**src/homing_pkg.sv**
```systemverilog
package homing_pkg;

	// ==========================================================
	// Register map (byte addresses)
	localparam logic [7:0] SPEED_OFFSET = 8'h00;
	localparam logic [7:0] MODE_OFFSET = 8'h04;
	localparam logic [7:0] REVERSE_TRAVEL_OFFSET = 8'h08;
	localparam logic [7:0] SHIFT_OFFSET = 8'h0C;
	localparam logic [7:0] HOME_VALUE_OFFSET = 8'h10;
	localparam logic [7:0] DETECT_RANGE_OFFSET = 8'h14;
	localparam logic [7:0] STATUS_OFFSET = 8'h18;
	localparam logic [7:0] EFFECTIVE_TRAVEL_OFFSET = 8'h1C;

	// ==========================================================
	// Field positions
	localparam int HOMING_SPEED_LSB = 0;
	localparam int CREEP_SPEED_LSB = 16;
	localparam int START_SEL_LSB = 0;
	localparam int POST_DIR_BIT = 2;
	localparam int SHIFT_REF_LSB = 4;
	localparam int HOMING_REF_LSB = 8;
	localparam int EDGE_SEL_BIT = 12;
	localparam int CREEP_REV_BIT = 13;
	localparam int STAT_BUSY_BIT = 0;
	localparam int STAT_COMPLETE_BIT = 1;
	localparam int STAT_HOME_BIT = 2;
	localparam int STAT_STATE_LSB = 4;

	// ==========================================================
	// Reset values (speeds in 0.01 r/min)
	localparam logic [15:0] HOMING_SPEED_RESET = 16'hC350;
	localparam logic [15:0] CREEP_SPEED_RESET = 16'h1388;
	localparam logic [1:0] START_SEL_RESET = 2'h0;
	localparam logic POST_DIR_RESET = 1'b0;
	localparam logic [2:0] SHIFT_REF_RESET = 3'h1;
	localparam logic [1:0] HOMING_REF_RESET = 2'h0;
	localparam logic EDGE_SEL_RESET = 1'b0;
	localparam logic CREEP_REV_RESET = 1'b0;
	localparam logic [31:0] REVERSE_TRAVEL_RESET = 32'h0000_0000;
	localparam logic [31:0] SHIFT_RESET = 32'h0000_03E8;
	localparam logic [31:0] HOME_VALUE_RESET = 32'h0000_0000;
	localparam logic [31:0] DETECT_RANGE_RESET = 32'h0000_0000;

	// ==========================================================
	// Setting encodings
	localparam logic [1:0] START_CONDITION = 2'h2;
	localparam logic [2:0] SHIFT_REF_SWITCH = 3'h0;
	localparam logic [2:0] SHIFT_REF_INDEX = 3'h1;
	localparam logic [1:0] HOMING_REF_SWITCH = 2'h0;

	// ==========================================================
	// AXI responses
	localparam logic [1:0] RESP_OKAY = 2'h0;
	localparam logic [1:0] RESP_SLVERR = 2'h2;

	// ==========================================================
	// Timing
	localparam int CLOCK_PERIOD_PS = 5000;
	localparam int REVERSAL_PAUSE_NS = 1000;
	localparam int REVERSAL_PAUSE_CYCLES = (REVERSAL_PAUSE_NS * 1000) / CLOCK_PERIOD_PS;

	// ==========================================================
	// Sequencer states, Gray coded in the order listed
	typedef enum logic [2:0] {
		ST_IDLE = 3'h0,
		ST_FAST = 3'h1,
		ST_PAUSE = 3'h3,
		ST_BACKOFF = 3'h2,
		ST_CREEP = 3'h6,
		ST_SHIFT = 3'h7
	} seq_state_t;

endpackage

```
**src/edge_sense.sv**
```systemverilog
`timescale 1ns/1ps
`default_nettype none

module edge_sense (
	input wire logic aclk,
	input wire logic aresetn,
	input wire logic level,
	output logic rise,
	output logic fall
);

	logic last;

	// ==========================================================
	// Edge pulses, one cycle after the transition
	always_ff @(posedge aclk) begin
		if (!aresetn) begin
			last <= level;
			rise <= 1'b0;
			fall <= 1'b0;
		end else begin
			last <= level;
			rise <= level & ~last;
			fall <= ~level & last;
		end
	end

endmodule

`default_nettype wire

```
**src/homing_sequencer.sv**
```systemverilog
// Operation
// - Request rising edge starts motion in start direction at homing speed.
// - Reverse start: on switch, turn to homing direction at creep speed.
// - First index after switch: travel shift amount, stop, flag complete.
// - Zero speed and in-position pulse briefly at each reversal.
// - Start setting 2 picks direction from homing direction and switch state.
// - Edge select 0 uses switch ON edge, 1 uses OFF edge.
// - Condition start valid for shift ref switch, or index with switch ref.
// - Unqualified condition start uses homing direction as start direction.
// - Condition start forces reverse travel amount to zero.
// - Condition start: switch release stops briefly, then creep homing direction.
// - Start on switch: reverse at homing speed, slow to creep on release.
// - Condition start: first index after switch rising edge starts shift.
// - Start off switch with reverse enable: forward, reverse on switch rise.
// - After that reversal, switch falling edge turns back forward.
// - Shift reference 1 uses index pulse, 0 uses home switch.
// - Detect range 0 holds home-position output on after completion.
// - Forward means increasing position, reverse decreasing.
`timescale 1ns/1ps
`default_nettype none

module homing_sequencer #(
	parameter int PAUSE_CYCLES = homing_pkg::REVERSAL_PAUSE_CYCLES
) (
	input wire logic aclk,
	input wire logic aresetn,
	input wire logic [7:0] s_axi_awaddr,
	input wire logic s_axi_awvalid,
	output logic s_axi_awready,
	input wire logic [31:0] s_axi_wdata,
	input wire logic [3:0] s_axi_wstrb,
	input wire logic s_axi_wvalid,
	output logic s_axi_wready,
	output logic [1:0] s_axi_bresp,
	output logic s_axi_bvalid,
	input wire logic s_axi_bready,
	input wire logic [7:0] s_axi_araddr,
	input wire logic s_axi_arvalid,
	output logic s_axi_arready,
	output logic [31:0] s_axi_rdata,
	output logic [1:0] s_axi_rresp,
	output logic s_axi_rvalid,
	input wire logic s_axi_rready,
	input wire logic homing_request,
	input wire logic home_switch,
	input wire logic encoder_index,
	input wire logic signed [31:0] actual_position,
	output logic [15:0] speed_command,
	output logic reverse_direction,
	output logic zero_speed,
	output logic in_position,
	output logic homing_busy,
	output logic homing_complete,
	output logic home_position,
	output logic preset_strobe,
	output logic [31:0] preset_value
);

	import homing_pkg::*;

	// ==========================================================
	// Configuration registers
	logic [15:0] homing_speed;
	logic [15:0] creep_speed;
	logic [1:0] start_direction_select;
	logic post_reference_direction;
	logic [2:0] shift_reference_select;
	logic [1:0] homing_reference_select;
	logic switch_edge_select;
	logic creep_decel_reverse_enable;
	logic [31:0] reverse_travel_amount;
	logic [31:0] home_shift_amount;
	logic [31:0] home_position_value;
	logic [31:0] home_detect_range;

	// Bus slave state
	logic aw_got;
	logic w_got;
	logic [7:0] aw_addr;
	logic [31:0] w_data;
	logic [3:0] w_strb;

	// Sequencer state
	seq_state_t state;
	seq_state_t pause_target;
	logic move_dir;
	logic cond_profile;
	logic started_on_switch;
	logic armed;
	logic [15:0] pause_count;
	logic signed [31:0] shift_origin;

	// Edge events
	logic [2:0] levels;
	logic [2:0] rises;
	logic [2:0] falls;
	logic req_rise;
	logic sw_rise;
	logic sw_fall;
	logic idx_rise;
	logic ref_edge;

	// Start decisions
	logic cond_select;
	logic cond_qualified;
	logic start_dir;
	logic [31:0] effective_reverse_travel;
	logic signed [32:0] travelled;
	logic signed [32:0] home_error;
	logic shift_by_switch;

	// ==========================================================
	// Edges of request, switch and index
	assign levels = {encoder_index, home_switch, homing_request};

	genvar g;
	generate
		for (g = 0; g < 3; g++) begin : gen_edge
			edge_sense edge_unit (
				.aclk(aclk),
				.aresetn(aresetn),
				.level(levels[g]),
				.rise(rises[g]),
				.fall(falls[g])
			);
		end
	endgenerate

	assign req_rise = rises[0];
	assign sw_rise = rises[1];
	assign sw_fall = falls[1];
	assign idx_rise = rises[2];

	assign ref_edge = switch_edge_select ? sw_fall : sw_rise;
	assign shift_by_switch = (shift_reference_select == SHIFT_REF_SWITCH);

	// ==========================================================
	// Start direction selection
	// condition start
	assign cond_select = (start_direction_select == START_CONDITION);
	assign cond_qualified = shift_by_switch ||
		((shift_reference_select == SHIFT_REF_INDEX) && (homing_reference_select == HOMING_REF_SWITCH));

	// Reverse is 1; a switch already on puts home behind us
	always_comb begin
		if (cond_select && cond_qualified) begin
			start_dir = home_switch ? ~post_reference_direction : post_reference_direction;
		end else if (cond_select) begin
			start_dir = post_reference_direction;
		end else begin
			start_dir = start_direction_select[0];
		end
	end

	assign effective_reverse_travel = cond_select ? 32'h0000_0000 : reverse_travel_amount;

	assign travelled = post_reference_direction ?
		({shift_origin[31], shift_origin} - {actual_position[31], actual_position}) :
		({actual_position[31], actual_position} - {shift_origin[31], shift_origin});

	assign home_error = {actual_position[31], actual_position} -
		{home_position_value[31], home_position_value};

	// ==========================================================
	// Write channel: address and data in either order
	function automatic logic [31:0] merge(input logic [31:0] old, input logic [31:0] data,
		input logic [3:0] strb);
		logic [31:0] result;
		result = old;
		for (int b = 0; b < 4; b++) begin
			if (strb[b]) begin
				result[b*8 +: 8] = data[b*8 +: 8];
			end
		end
		return result;
	endfunction

	always_ff @(posedge aclk) begin
		if (!aresetn) begin
			s_axi_awready <= 1'b1;
			s_axi_wready <= 1'b1;
			s_axi_bvalid <= 1'b0;
			s_axi_bresp <= RESP_OKAY;
			aw_got <= 1'b0;
			w_got <= 1'b0;
			aw_addr <= 8'h00;
			w_data <= 32'h0000_0000;
			w_strb <= 4'h0;
		end else begin
			if (s_axi_awvalid && s_axi_awready) begin
				aw_got <= 1'b1;
				aw_addr <= s_axi_awaddr;
				s_axi_awready <= 1'b0;
			end
			if (s_axi_wvalid && s_axi_wready) begin
				w_got <= 1'b1;
				w_data <= s_axi_wdata;
				w_strb <= s_axi_wstrb;
				s_axi_wready <= 1'b0;
			end
			if (aw_got && w_got && !s_axi_bvalid) begin
				aw_got <= 1'b0;
				w_got <= 1'b0;
				s_axi_bvalid <= 1'b1;
				s_axi_bresp <= (aw_addr[7:5] == 3'h0 && aw_addr[1:0] == 2'h0) ? RESP_OKAY : RESP_SLVERR;
			end
			// Ready again after the response: one write at a time
			if (s_axi_bvalid && s_axi_bready) begin
				s_axi_bvalid <= 1'b0;
				s_axi_awready <= 1'b1;
				s_axi_wready <= 1'b1;
			end
		end
	end

	// Register storage, written as the pair completes
	always_ff @(posedge aclk) begin
		if (!aresetn) begin
			homing_speed <= HOMING_SPEED_RESET;
			creep_speed <= CREEP_SPEED_RESET;
			start_direction_select <= START_SEL_RESET;
			post_reference_direction <= POST_DIR_RESET;
			shift_reference_select <= SHIFT_REF_RESET;
			homing_reference_select <= HOMING_REF_RESET;
			switch_edge_select <= EDGE_SEL_RESET;
			creep_decel_reverse_enable <= CREEP_REV_RESET;
			reverse_travel_amount <= REVERSE_TRAVEL_RESET;
			home_shift_amount <= SHIFT_RESET;
			home_position_value <= HOME_VALUE_RESET;
			home_detect_range <= DETECT_RANGE_RESET;
		end else if (aw_got && w_got && !s_axi_bvalid) begin
			case (aw_addr)
				SPEED_OFFSET: begin
					{creep_speed, homing_speed} <= merge({creep_speed, homing_speed}, w_data, w_strb);
				end
				MODE_OFFSET: begin
					// Direction settings hold while a sequence runs
					if (state == ST_IDLE && w_strb[0]) begin
						start_direction_select <= w_data[START_SEL_LSB +: 2];
						post_reference_direction <= w_data[POST_DIR_BIT];
						shift_reference_select <= w_data[SHIFT_REF_LSB +: 3];
					end
					if (state == ST_IDLE && w_strb[1]) begin
						homing_reference_select <= w_data[HOMING_REF_LSB +: 2];
						switch_edge_select <= w_data[EDGE_SEL_BIT];
						creep_decel_reverse_enable <= w_data[CREEP_REV_BIT];
					end
				end
				REVERSE_TRAVEL_OFFSET: begin
					reverse_travel_amount <= merge(reverse_travel_amount, w_data, w_strb);
				end
				SHIFT_OFFSET: begin
					home_shift_amount <= merge(home_shift_amount, w_data, w_strb);
				end
				HOME_VALUE_OFFSET: begin
					home_position_value <= merge(home_position_value, w_data, w_strb);
				end
				DETECT_RANGE_OFFSET: begin
					home_detect_range <= merge(home_detect_range, w_data, w_strb);
				end
				default: begin
				end
			endcase
		end
	end

	// ==========================================================
	// Read channel
	always_ff @(posedge aclk) begin
		if (!aresetn) begin
			s_axi_arready <= 1'b1;
			s_axi_rvalid <= 1'b0;
			s_axi_rdata <= 32'h0000_0000;
			s_axi_rresp <= RESP_OKAY;
		end else if (s_axi_arvalid && s_axi_arready) begin
			s_axi_arready <= 1'b0;
			s_axi_rvalid <= 1'b1;
			s_axi_rresp <= RESP_OKAY;
			case (s_axi_araddr)
				SPEED_OFFSET: s_axi_rdata <= {creep_speed, homing_speed};
				MODE_OFFSET: s_axi_rdata <= {18'h0, creep_decel_reverse_enable, switch_edge_select,
					2'h0, homing_reference_select, 1'b0, shift_reference_select,
					1'b0, post_reference_direction, start_direction_select};
				REVERSE_TRAVEL_OFFSET: s_axi_rdata <= reverse_travel_amount;
				SHIFT_OFFSET: s_axi_rdata <= home_shift_amount;
				HOME_VALUE_OFFSET: s_axi_rdata <= home_position_value;
				DETECT_RANGE_OFFSET: s_axi_rdata <= home_detect_range;
				STATUS_OFFSET: s_axi_rdata <= {25'h0, state, 1'b0, home_position,
					homing_complete, homing_busy};
				EFFECTIVE_TRAVEL_OFFSET: s_axi_rdata <= effective_reverse_travel;
				default: begin
					s_axi_rdata <= 32'h0000_0000;
					s_axi_rresp <= RESP_SLVERR;
				end
			endcase
		end else if (s_axi_rvalid && s_axi_rready) begin
			s_axi_rvalid <= 1'b0;
			s_axi_arready <= 1'b1;
		end
	end

	// ==========================================================
	// Homing sequencer
	always_ff @(posedge aclk) begin
		if (!aresetn) begin
			state <= ST_IDLE;
			pause_target <= ST_IDLE;
			move_dir <= 1'b0;
			cond_profile <= 1'b0;
			started_on_switch <= 1'b0;
			armed <= 1'b0;
			pause_count <= 16'h0000;
			shift_origin <= 32'sh0000_0000;
		end else begin
			case (state)
				ST_IDLE: begin
					if (req_rise) begin
						state <= ST_FAST;
						move_dir <= start_dir;
						cond_profile <= cond_select && cond_qualified;
						started_on_switch <= home_switch;
						armed <= 1'b0;
					end
				end
				ST_FAST: begin
					if (cond_profile && started_on_switch) begin
						// release: brief stop, creep toward home
						if (sw_fall) begin
							state <= ST_PAUSE;
							pause_target <= ST_CREEP;
							pause_count <= 16'(PAUSE_CYCLES);
						end
					end else if (cond_profile) begin
						if (sw_rise && creep_decel_reverse_enable) begin
							state <= ST_PAUSE;
							pause_target <= ST_BACKOFF;
							pause_count <= 16'(PAUSE_CYCLES);
						end else if (sw_rise) begin
							state <= ST_CREEP;
							armed <= ~switch_edge_select;
						end
					end else if (ref_edge) begin
						armed <= 1'b1;
						if (move_dir != post_reference_direction) begin
							state <= ST_PAUSE;
							pause_target <= ST_CREEP;
							pause_count <= 16'(PAUSE_CYCLES);
						end else if (shift_by_switch) begin
							state <= ST_SHIFT;
							shift_origin <= actual_position;
						end else begin
							state <= ST_CREEP;
						end
					end
				end
				ST_PAUSE: begin
					if (pause_count <= 16'h0001) begin
						state <= pause_target;
						move_dir <= (pause_target == ST_BACKOFF) ? ~post_reference_direction :
							post_reference_direction;
					end else begin
						pause_count <= pause_count - 16'h0001;
					end
				end
				ST_BACKOFF: begin
					if (sw_fall) begin
						state <= ST_PAUSE;
						pause_target <= ST_CREEP;
						pause_count <= 16'(PAUSE_CYCLES);
					end
				end
				ST_CREEP: begin
					if (ref_edge && shift_by_switch) begin
						state <= ST_SHIFT;
						shift_origin <= actual_position;
					end else if (armed && idx_rise && !shift_by_switch) begin
						state <= ST_SHIFT;
						shift_origin <= actual_position;
					end else if (ref_edge) begin
						armed <= 1'b1;
					end
				end
				ST_SHIFT: begin
					if (travelled >= $signed({1'b0, home_shift_amount})) begin
						state <= ST_IDLE;
					end
				end
				default: begin
					state <= ST_IDLE;
				end
			endcase
		end
	end

	// ==========================================================
	// Motion outputs, one cycle behind the state
	always_ff @(posedge aclk) begin
		if (!aresetn) begin
			speed_command <= 16'h0000;
			reverse_direction <= 1'b0;
			zero_speed <= 1'b1;
			in_position <= 1'b0;
			homing_busy <= 1'b0;
		end else begin
			case (state)
				ST_FAST: speed_command <= homing_speed;
				ST_BACKOFF, ST_CREEP, ST_SHIFT: speed_command <= creep_speed;
				default: speed_command <= 16'h0000;
			endcase
			reverse_direction <= move_dir;
			zero_speed <= (state == ST_IDLE) || (state == ST_PAUSE);
			in_position <= (state == ST_PAUSE) || (state == ST_IDLE && homing_complete);
			homing_busy <= (state != ST_IDLE);
		end
	end

	// ==========================================================
	// Completion, preset and home flag
	always_ff @(posedge aclk) begin
		if (!aresetn) begin
			homing_complete <= 1'b0;
			home_position <= 1'b0;
			preset_strobe <= 1'b0;
			preset_value <= 32'h0000_0000;
		end else begin
			preset_strobe <= 1'b0;
			if (state == ST_SHIFT && travelled >= $signed({1'b0, home_shift_amount})) begin
				// Stop point takes the home value
				homing_complete <= 1'b1;
				preset_strobe <= 1'b1;
				preset_value <= home_position_value;
			end else if (state == ST_IDLE && req_rise) begin
				homing_complete <= 1'b0;
			end
			if (home_detect_range == 32'h0000_0000) begin
				home_position <= homing_complete;
			end else begin
				home_position <= homing_complete &&
					(home_error <= $signed({1'b0, home_detect_range})) &&
					(home_error >= -$signed({1'b0, home_detect_range}));
			end
		end
	end

endmodule

`default_nettype wire

```
**config.mk**
```make
export PLATFORM = sky130hd
export DESIGN_NAME = homing_sequencer
export DESIGN_NICKNAME = d
export VERILOG_FILES = /design/src/homing_pkg.sv /design/src/edge_sense.sv /design/src/homing_sequencer.sv
export SDC_FILE = /design/constraint.sdc
export NUM_CORES = 1
export LEC_CHECK = 0
export BUFFER_PORTS_ARGS = -buffer_cell sky130_fd_sc_hd__buf_2
export CAP_MARGIN = 15
export CORE_MARGIN = 8
export CORE_UTILIZATION = 40
export DETAILED_ROUTE_END_ITERATION = 6
export SLEW_MARGIN = 20
export SYNTH_ARGS = -nofsm -noshare
export SYNTH_HDL_FRONTEND = slang
export SYNTH_HIERARCHICAL = 1
export SYNTH_SLANG_ARGS = --single-unit
```
**constraint.sdc**
```tcl
create_clock -name aclk -period 13.15 [get_ports aclk]
set_input_delay 2.63 -clock aclk [delete_from_list [all_inputs] [get_ports aclk]]
set_output_delay 2.63 -clock aclk [all_outputs]
set_load 0.02 [all_outputs]
```
# [Word-level counts from Yosys, hierarchy flattened]
# Index checks and enable logic that the tools add are counted.
[op_classes] magnitude_cmp=4 n_eq_ne=39 n_bitwise=11 n_reduce_logical=76 add_sub_neg=5 mux=68
[ops] cell="2-to-1 mux 32 bit" n=8
[ops] cell="one-hot mux 32 bit (8 select lines)" n=1
[ops] cell="2-to-1 mux 16 bit" n=7
[ops] cell="subtractor 32 x 32 -> 33 bit" n=3
[ops] cell="AND reduction 3 bit" n=23
[ops] cell=">= comparator 33 bit" n=2
[ops] cell="one-hot mux 32 bit (2 select lines)" n=1
[ops] cell="2-to-1 mux 3 bit" n=18
[ops] cell="== test 8 x 5 -> 1 bit (second input constant)" n=6
[ops] cell="one-hot mux 16 bit (3 select lines)" n=1
[ops] cell="less-or-equal comparator 33 bit" n=1
[ops] cell="2-to-1 mux 33 bit" n=1
[ops] cell="negation 32 -> 33 bit" n=1
[ops] cell="== test 8 x 4 -> 1 bit (second input constant)" n=4
[ops] cell="zero test 32 bit" n=1
[ops] cell="one-hot mux 16 bit (2 select lines)" n=1
[ops] cell="2-to-1 mux 1 bit" n=24
[ops] cell="logical AND 1 bit" n=22
[ops] cell="inequality test 2 bit (second input constant)" n=10
[ops] cell="one-hot mux 3 bit (6 select lines)" n=1
[ops] cell="== test 8 x 3 -> 1 bit (second input constant)" n=2
[ops] cell="less-or-equal comparator 16 x 1 -> 1 bit (second input constant)" n=1
[ops] cell="zero test 8 bit" n=2
[ops] cell="subtractor 16 x 1 -> 16 bit (second input constant)" n=1
[ops] cell="other kinds (30)" n=61
[word_totals] input_bits=94 reg_bits=377

# [Depth between registers and ports, before layout]
# Gate-level depths: netlist of run 1.
[logic_depth] depth_word=7 mapped_depth=25

# [Hierarchy]
# The synthesis of run 1 kept the hierarchy.
[modules_own_cells] module="homing_sequencer" seq_area_each_um2=7367.1 instances=1 cells_each=2783 area_each_um2=22653.0
[modules_own_cells] module="edge_sense" seq_area_each_um2=60.1 instances=3 cells_each=5 area_each_um2=77.6

# [Worst setup path after synthesis of run 1]
# OpenSTA, ideal clock, no wires.
[synth_timing] kind="input -> register" startpoint="input port actual_position[6]" endpoint="register preset_value[26]" setup_time_ps=132 arrival_time_ps=6563 stages=24 setup_slack_ps=6456 n_path_buf=3 required_time_ps=13018 cell_sequence="inv_1 > ha_1 > buf_2 > a21o_1 > a21o_1 > a21oi_1 > nor2b_1 > a21oi_1 > o32ai_1 > o21ai_0 > a31oi_1 > xnor2_1 > ha_1 > nand4_1 > a21oi_1 > a2111oi_0 > o21ai_0 > and4b_1 > o32ai_1 > or4b_4 > buf_6 > buf_2 > nand3_1 > o31ai_2"
[synth_via] elab_chain_cells=4 word_cells_on_any_way=5 classes_between="add/sub: 2; order compare: 1; mux: 1; reduce/logical: 1"
[synth_rtl] element="start, declared" line_no="homing_sequencer.sv:47" rtl="input wire logic signed [31:0] actual_position,"
[synth_rtl] element="subtractor 32 x 32 -> 33 bit, on equally long branches" line_no="homing_sequencer.sv:159, homing_sequencer.sv:158"
[synth_rtl] element="2-to-1 mux 33 bit (*)" line_no="homing_sequencer.sv:157" rtl="assign travelled = post_reference_direction ?"
[synth_rtl] element=">= comparator 33 bit (*)" line_no="homing_sequencer.sv:427" rtl="if (state == ST_SHIFT && travelled >= $signed({1'b0, home_shift_amount})) begin"
[synth_rtl] element="logical AND 1 bit (*)" line_no="homing_sequencer.sv:427"
[synth_rtl] element="end signal, assigned" line_no="homing_sequencer.sv:431" rtl="preset_value <= home_position_value;"
[synth_rtl] element="end, declared" line_no="homing_sequencer.sv:56" rtl="output logic [31:0] preset_value"
# Mark *: on every way between the ends. The rest lies on a longest branch, timed or not.
# A chain may end at the register's enable or synchronous reset.

# [Worst setup path in the final report of run 1]
[layout_timing] startpoint="input port actual_position[17]" endpoint="register preset_value[30]"
# Same word-level chain as after synthesis.

==> summary.md, run 1 <==
| Metric | Value |
|---|---|
| Non-Filler Instances | 3697 |
| Setup TNS Final | 0 ns |
| First-pass GRT wire length | 125200 um |
| Largest fanout on the critical path | 66 |
| Die H | 254.9 um |
| Vias in the first global route | 20380 |
| Largest net degree at the start of global routing | 86 |
| Slew Limit Fails | 0 |
| RSZ-0062 raised after global routing | false |
| Setup CP Type | primary input to flop |
| Hold slack | 0.4414 ns |
| Sink Count | 375 |
| Fillcell total | 5662 |
| Drt first pass iters | 7 |
| Residual DRC | 8 |
| Count of input and output buffers | 187 |
| Worst-Margin Slew | 1.161 ns |
| Grt met2 use | 0.4004 |
| Layout area overhead | 13.49% |
| I/O Pins | 190 |
| # Post-CTS Setup Buffers | 0 |
| Slew HR | 0.2230 |
| Initial antenna violation count | 1 |
| Num rows | 87 |
| Dpl cells | 3620 |
| Clk root buf | clkbuf_16 |
| Cts bufs inserted | 43 |
| Synthesized area per cell | 8.170 um2 |
| Final hold vios | 0 |
| Final wirelength | 84450 um |
| CTS tree | yes |
| N_diodes | 0 |
| 1st-iter DRT viols | 1937 |
| Status | complete, but fails checks |
| Post-cts resize count | 0 |
| Flop2flop setup slack | 7.52 ns |
| Warnings from Yosys | 6 |
| Syn Std Cell Area | 22830 um2 |
| Post-route minimum period | 7.539 ns |
| Critical path data arrival time | 8.04 ns |
| Die Area | 64970 um2 |
| Final Cycle Share | 0.5733 |
| CTS Hold Bufs | 0 |
| Met1 usage | 0.3415 |
| Placed Area | 24320 um2 |
| CTS max path bufs | 3 |
| CTS clk-pin slew, worst paths | 0.06 ns |
| Kind of end point of the critical path | flop |
| Detailed placer's ending HPWL | 65730 um |
| Chip width | 254.9 um |
| Share of layout cells above drive strength 1 | 0.1074 |
| Drt wl/cell | 22.84 um |
| CORE AREA | 56390 um2 |
| DR vias | 21190 |
| Gr ovfl total | 0 |
| Final antenna-violating net count | 0 |
| Busiest grt layer | met2 |
| Violated checks | design-rule violations |
| GRT Total Usage | 0.2496 |
| Clock Latency Late Sink | 0.60 ns |
| Vias/cell | 5.732 |
| Fmax | 132.6 MHz |
| Setup violators final | 0 |
| CTS H-tree lvls | 2 |
| Worst vdd ir | 0.1014 mV |
| CP startpoint kind | primary input |
| GR Util met3 | 0.03726 |
| Finished Cell Area | 25910 um2 |
| Fin Clk Skew | 0.03374 ns |
| Hold/Removal Path Class | flop to flop |
| CP required | 13.65 ns |
| Layout Nets | 3201 |
| GPL Wtd Cong | 0.9201 |
| Max_cap viols | 0 |
| LEAKAGE | 10.67 nW |
| Syn Inst Count | 2794 |
| Power Dens Cells | 142.2 nW/um2 |
| Starting Density | 0.4049 |
[final timing paths]
check,depth (start not counted),to,start
hold reg to reg,2,pause_target[0]$_SDFFE_PN0P_,pause_target[0]$_SDFFE_PN0P_
hold / removal,2,pause_target[0]$_SDFFE_PN0P_,pause_target[0]$_SDFFE_PN0P_
setup / recovery,22,preset_value[30]$_SDFFE_PN0P_,actual_position[17]
setup reg to reg,20,preset_value[30]$_SDFFE_PN0P_,shift_origin[17]$_SDFFE_PN0P_
[registers in the layout, indices dropped and copies added, names as in the netlist, 4 cells and up]
register               flops
aw_addr                    8
creep_speed               16
home_detect_range         32
home_position_value       32
home_shift_amount         32
homing_speed              16
pause_count               16
preset_value              32
reverse_travel_amount     32
s_axi_rdata               32
shift_origin              32
speed_command             16
w_data                    32
w_strb                     4
[placed cells by master (no fill, tap or decap), types with 8 or more instances in the layout]
| cell | instances |
|---|---|
| dfxtp_1 | 375 |
| nand4_1 | 28 |
| a31oi_1 | 23 |
| a221oi_1 | 10 |
| and2_1 | 11 |
| a22o_1 | 8 |
| or3_1 | 20 |
| bufinv_16 | 9 |
| o31ai_1 | 32 |
| nor4_1 | 11 |
| xor2_1 | 18 |
| o21ai_1 | 8 |
| nand2b_1 | 23 |
| xnor2_1 | 70 |
| nor2b_1 | 34 |
| o21a_1 | 19 |
| and4_1 | 9 |
| and3_1 | 8 |
| clkbuf_16 | 43 |
| nor3_1 | 38 |
| nand2_1 | 215 |
| a211oi_1 | 23 |
| nor2_1 | 361 |
| o211ai_1 | 14 |
| o21ai_0 | 118 |
| mux2i_1 | 209 |
| a21o_1 | 63 |
| a222oi_1 | 19 |
| o22ai_1 | 8 |
| inv_1 | 187 |
| a22oi_1 | 57 |
| a21oi_1 | 253 |
| ha_1 | 195 |
| buf_2 | 187 |
| o21bai_1 | 14 |
| buf_4 | 21 |
| nand3_1 | 71 |
[layout make-up]
class	count	area, um2	share of cell area
Clock buffer	52	1150	0.04438
Clock inverter	25	435.4	0.01681
Inverter	190	720.7	0.02782
Multi-Input combinational cell	2091	14050	0.5425
Sequential cell	375	7507	0.2898
Tap cell	756	945.9	0.03651
Timing Repair Buffer	208	1094	0.04221
[per-layer routing]
layer  vias up  share of wire  wire length (um)
met1     10160           0.45             38420
met5         -              0                 0
met2       767           0.45             38040
met4         0          0.032              2740
li1      10130              -                 -
met3       131          0.062              5255
[through the flow]
stage / util / power (mW) / setup slack, ns
after floorplan: - / 2.014 / 6.456
after global placement: 0.4312 / 2.334 / 5.248
after detailed placement: 0.4313 / 2.347 / 5.072
after CTS: 0.4594 / 3.695 / 5.660
after global routing: 0.4595 / 3.863 / 5.173
final: 0.4595 / 3.685 / 5.611
[report_power, final]
| part | switching [mW] | internal [mW] |
|---|---|---|
| clock | 0.532 | 0.809 |
| sequential | 0.0603 | 1.19 |
| combinational | 0.689 | 0.400 |
| total | 1.28 | 2.40 |
[critical path, stage by stage]
cell,delay (ns)
buf_2,0.12
inv_1,0.05
ha_1,0.41
inv_1,0.18
o21bai_1,0.10
a21o_1,0.20
a2111oi_0,0.89
o21ai_0,0.20
o21ai_0,0.11
o21ai_0,0.18
a31oi_1,0.25
xnor2_1,0.18
ha_1,0.29
nand4_1,0.09
a21oi_1,0.07
a2111oi_0,0.33
o21ai_0,0.17
and4b_1,0.22
o32ai_1,0.34
or4b_4,0.70
nand3_1,0.19
o31ai_2,0.10
(Power assumes the default switching activity.)
==> inputs of run 2 (changes only) <==
==> constraint.sdc (replaced) <==
create_clock -name aclk -period 6.6 [get_ports aclk]
set_input_delay 1.32 -clock aclk [delete_from_list [all_inputs] [get_ports aclk]]
set_output_delay 1.32 -clock aclk [all_outputs]
set_load 0.02 [all_outputs]
==> summary.md, run 2 (synthesis gave the netlist of run 1 again) <==
| Metric | Value |
|---|---|
| Status | completed |
| Hold/Removal Path Class | flop to flop |
| Worst Reg2Reg Path Length in Cells | 24 (+20%) |
| Vias/cell | 5.708 (-0.42%) |
| Setup TNS Final | 0 ns (unchanged) |
| RSZ-0062 raised after global routing | false |
| Slew HR | 0.2168 (-0.006203) |
| First-pass GRT wire length | 125800 um (+0.47%) |
| Reg2reg end | preset_value[10]$_SDFFE_PN0P_ |
| LEAKAGE | 10.75 nW (+0.75%) |
| Fmax | 170.9 MHz |
| Hold Path Sink | aw_addr[6]$_SDFFE_PN0P_ |
| Slew Limit Fails | 0 (unchanged) |
| CTS max path bufs | 3 (unchanged) |
| Kind of end point of the critical path | flop |
| Critical path data arrival time | 6.33 ns (-1.71 ns) |
| CTS clk-pin slew, worst paths | 0.06 ns (about the same) |
| Worst vdd ir | 0.2375 mV (+130%) |
| Layout Nets | 3214 (+0.41%) |
| Clock Latency Late Sink | 0.59 ns (about the same) |
| N_diodes | 0 (unchanged) |
| Layout area overhead | 13.86% |
| CTS tree | yes |
| Drt wl/cell | 22.63 um (-0.96%) |
| GRT Total Usage | 0.2496 (about the same) |
| Count of input and output buffers | 187 (unchanged) |
| Commonest non-fill, non-tap cell in the layout | dfxtp_1 |
| Starting Density | 0.4049 (unchanged) |
| CP startpoint kind | primary input |
| Max_cap viols | 0 (unchanged) |
| Die Area | 64970 um2 (unchanged) |
| CP required | 7.08 ns (-6.57 ns) |
| Setup CP Type | primary input to flop |
| Share of layout cells above drive strength 1 | 0.1110 (+0.003552) |
| Post-cts resize count | 0 (unchanged) |
| Placed Area | 24450 um2 (+0.54%) |
| Final Cycle Share | 0.8868 |
| Num rows | 87 (unchanged) |
| Worst-Margin Slew | 1.170 ns (+0.009271 ns) |
| Cts bufs inserted | 42 (-2.3%) |
| GPL Wtd Cong | 0.9431 (+2.5%) |
| Finished Cell Area | 25990 um2 (+0.32%) |
| Sequential cell area | 7507 um2 (unchanged) |
| Residual DRC | 0 (-8) |
| Pre-CTS WS | 0.2034 ns (-4.868 ns) |
| I/O Pins | 190 (unchanged) |
| Largest fanout on the critical path | 66 (unchanged) |
| Crit path max-delay cell type | fa_1 |
| Worst path buffer plus inverter count | 4 (+1) |
| Slowest stage delay, CP | 0.41 ns (-0.48 ns) |
| Worst setup startpoint | actual_position[0] |
| Clk root buf | clkbuf_16 |
| Final wirelength | 83960 um (-0.58%) |
| Cell mode on critical path | a21oi_1 |
| Final worst slack | 0.7470 ns (-4.864 ns) |
| Family with the most delay on the worst path | compound AO/OA/AOI/OAI gates |
| Flop2flop setup slack | 1.29 ns (-6.23 ns) |
| # Post-CTS Setup Buffers | 0 (unchanged) |
| DR vias | 21180 (-0.047%) |
| Largest net degree at the start of global routing | 154 (+79%) |
| CTS H-tree lvls | 2 (unchanged) |
| Post-route minimum period | 5.853 ns |
| Drt first pass iters | 6 (-1) |
| Setup violators final | 0 (unchanged) |
| Detailed placer's ending HPWL | 65470 um (-0.39%) |
| Sink Count | 375 (unchanged) |
| Die H | 254.9 um (unchanged) |
| 1st-iter DRT viols | 2124 (+9.7%) |
| Power Dens Cells | 281.6 nW/um2 (+98%) |
| CORE AREA | 56390 um2 (unchanged) |
| Fillcell total | 5647 (-0.26%) |
| Gr ovfl total | 0 (unchanged) |
| HP Start | aw_addr[6]$_SDFFE_PN0P_ |
| Final hold vios | 0 (unchanged) |
| Worst r2r src | shift_origin[0]$_SDFFE_PN0P_ |
| Vias in the first global route | 20590 (+1.0%) |
| Min-Delay Path Depth | 2 (unchanged) |
| Area of the multi-input gates | 14050 um2 (about the same) |
| Hold slack | 0.4537 ns (+0.01236 ns) |
| Fin Clk Skew | 0.02193 ns (-0.01181 ns) |
| Chip width | 254.9 um (unchanged) |
| Final antenna-violating net count | 0 (unchanged) |
| CTS Hold Bufs | 0 (unchanged) |
| Most frequent cells in the layout | 375 x dfxtp_1, 362 x nor2_1, 253 x a21oi_1 |
| Initial antenna violation count | 1 (unchanged) |
## run 2: cell count changes in the layout (fill, tap and decap cells not counted), moves of 3 or more
cell,change
bufinv_16,-3
buf_4,+11
clkinv_4,-5
clkinvlp_4,-3
clkbuf_8,+7
## run 2: worst max-delay path by stage
stage	cells past startpoint	to
finish	25	preset_value[10]$_SDFFE_PN0P_
global route	25	preset_value[30]$_SDFFE_PN0P_
CTS	25	preset_value[11]$_SDFFE_PN0P_
detailed placement	23	preset_value[10]$_SDFFE_PN0P_
global placement	23	preset_value[26]$_SDFFE_PN0P_
floorplan	24	preset_value[26]$_SDFFE_PN0P_
## run 2: area by class of cell
class                   instances  area share
inverters                     190     0.02773
clock inverters                18     0.01141
multi-input cells            2091      0.5405
clock buffers                  59     0.04795
repair buffers                222     0.04722
flip-flops and latches        375      0.2888
well taps                     756     0.03639
## run 2: routing by layer
metal	global-route usage	share of wire	vias to the layer above
met2	0.3992	0.45	745
met3	0.03695	0.064	141
met5	0	0	-
met4	0.08417	0.035	0
li1	-	-	10150
met1	0.3421	0.45	10150
## run 2: tightest hold or removal path, cell delays in order, from the launching register on
cell	delay (ns)
dfxtp_1	0.31
nand2_1	0.05
a21oi_1	0.05
## run 2: per-stage QoR
stage | power (mW) | instances | util
3_5_place_dp | 4.711 | 3634 | 0.4336
2_1_floorplan | 4.014 | 2795 | -
4_1_cts | 7.330 | 3711 | 0.4609
6_report | 7.320 | 3711 | 0.4609
3_3_place_gp | 4.696 | 3633 | 0.4334
5_1_grt | 7.671 | 3711 | 0.4609
## run 2: power breakdown
group / internal, mW / switching, mW / leakage [nW]
logic: 0.819 / 1.40 / 6.96
registers: 2.38 / 0.120 / 3.04
clock network: 1.57 / 1.04 / 0.754
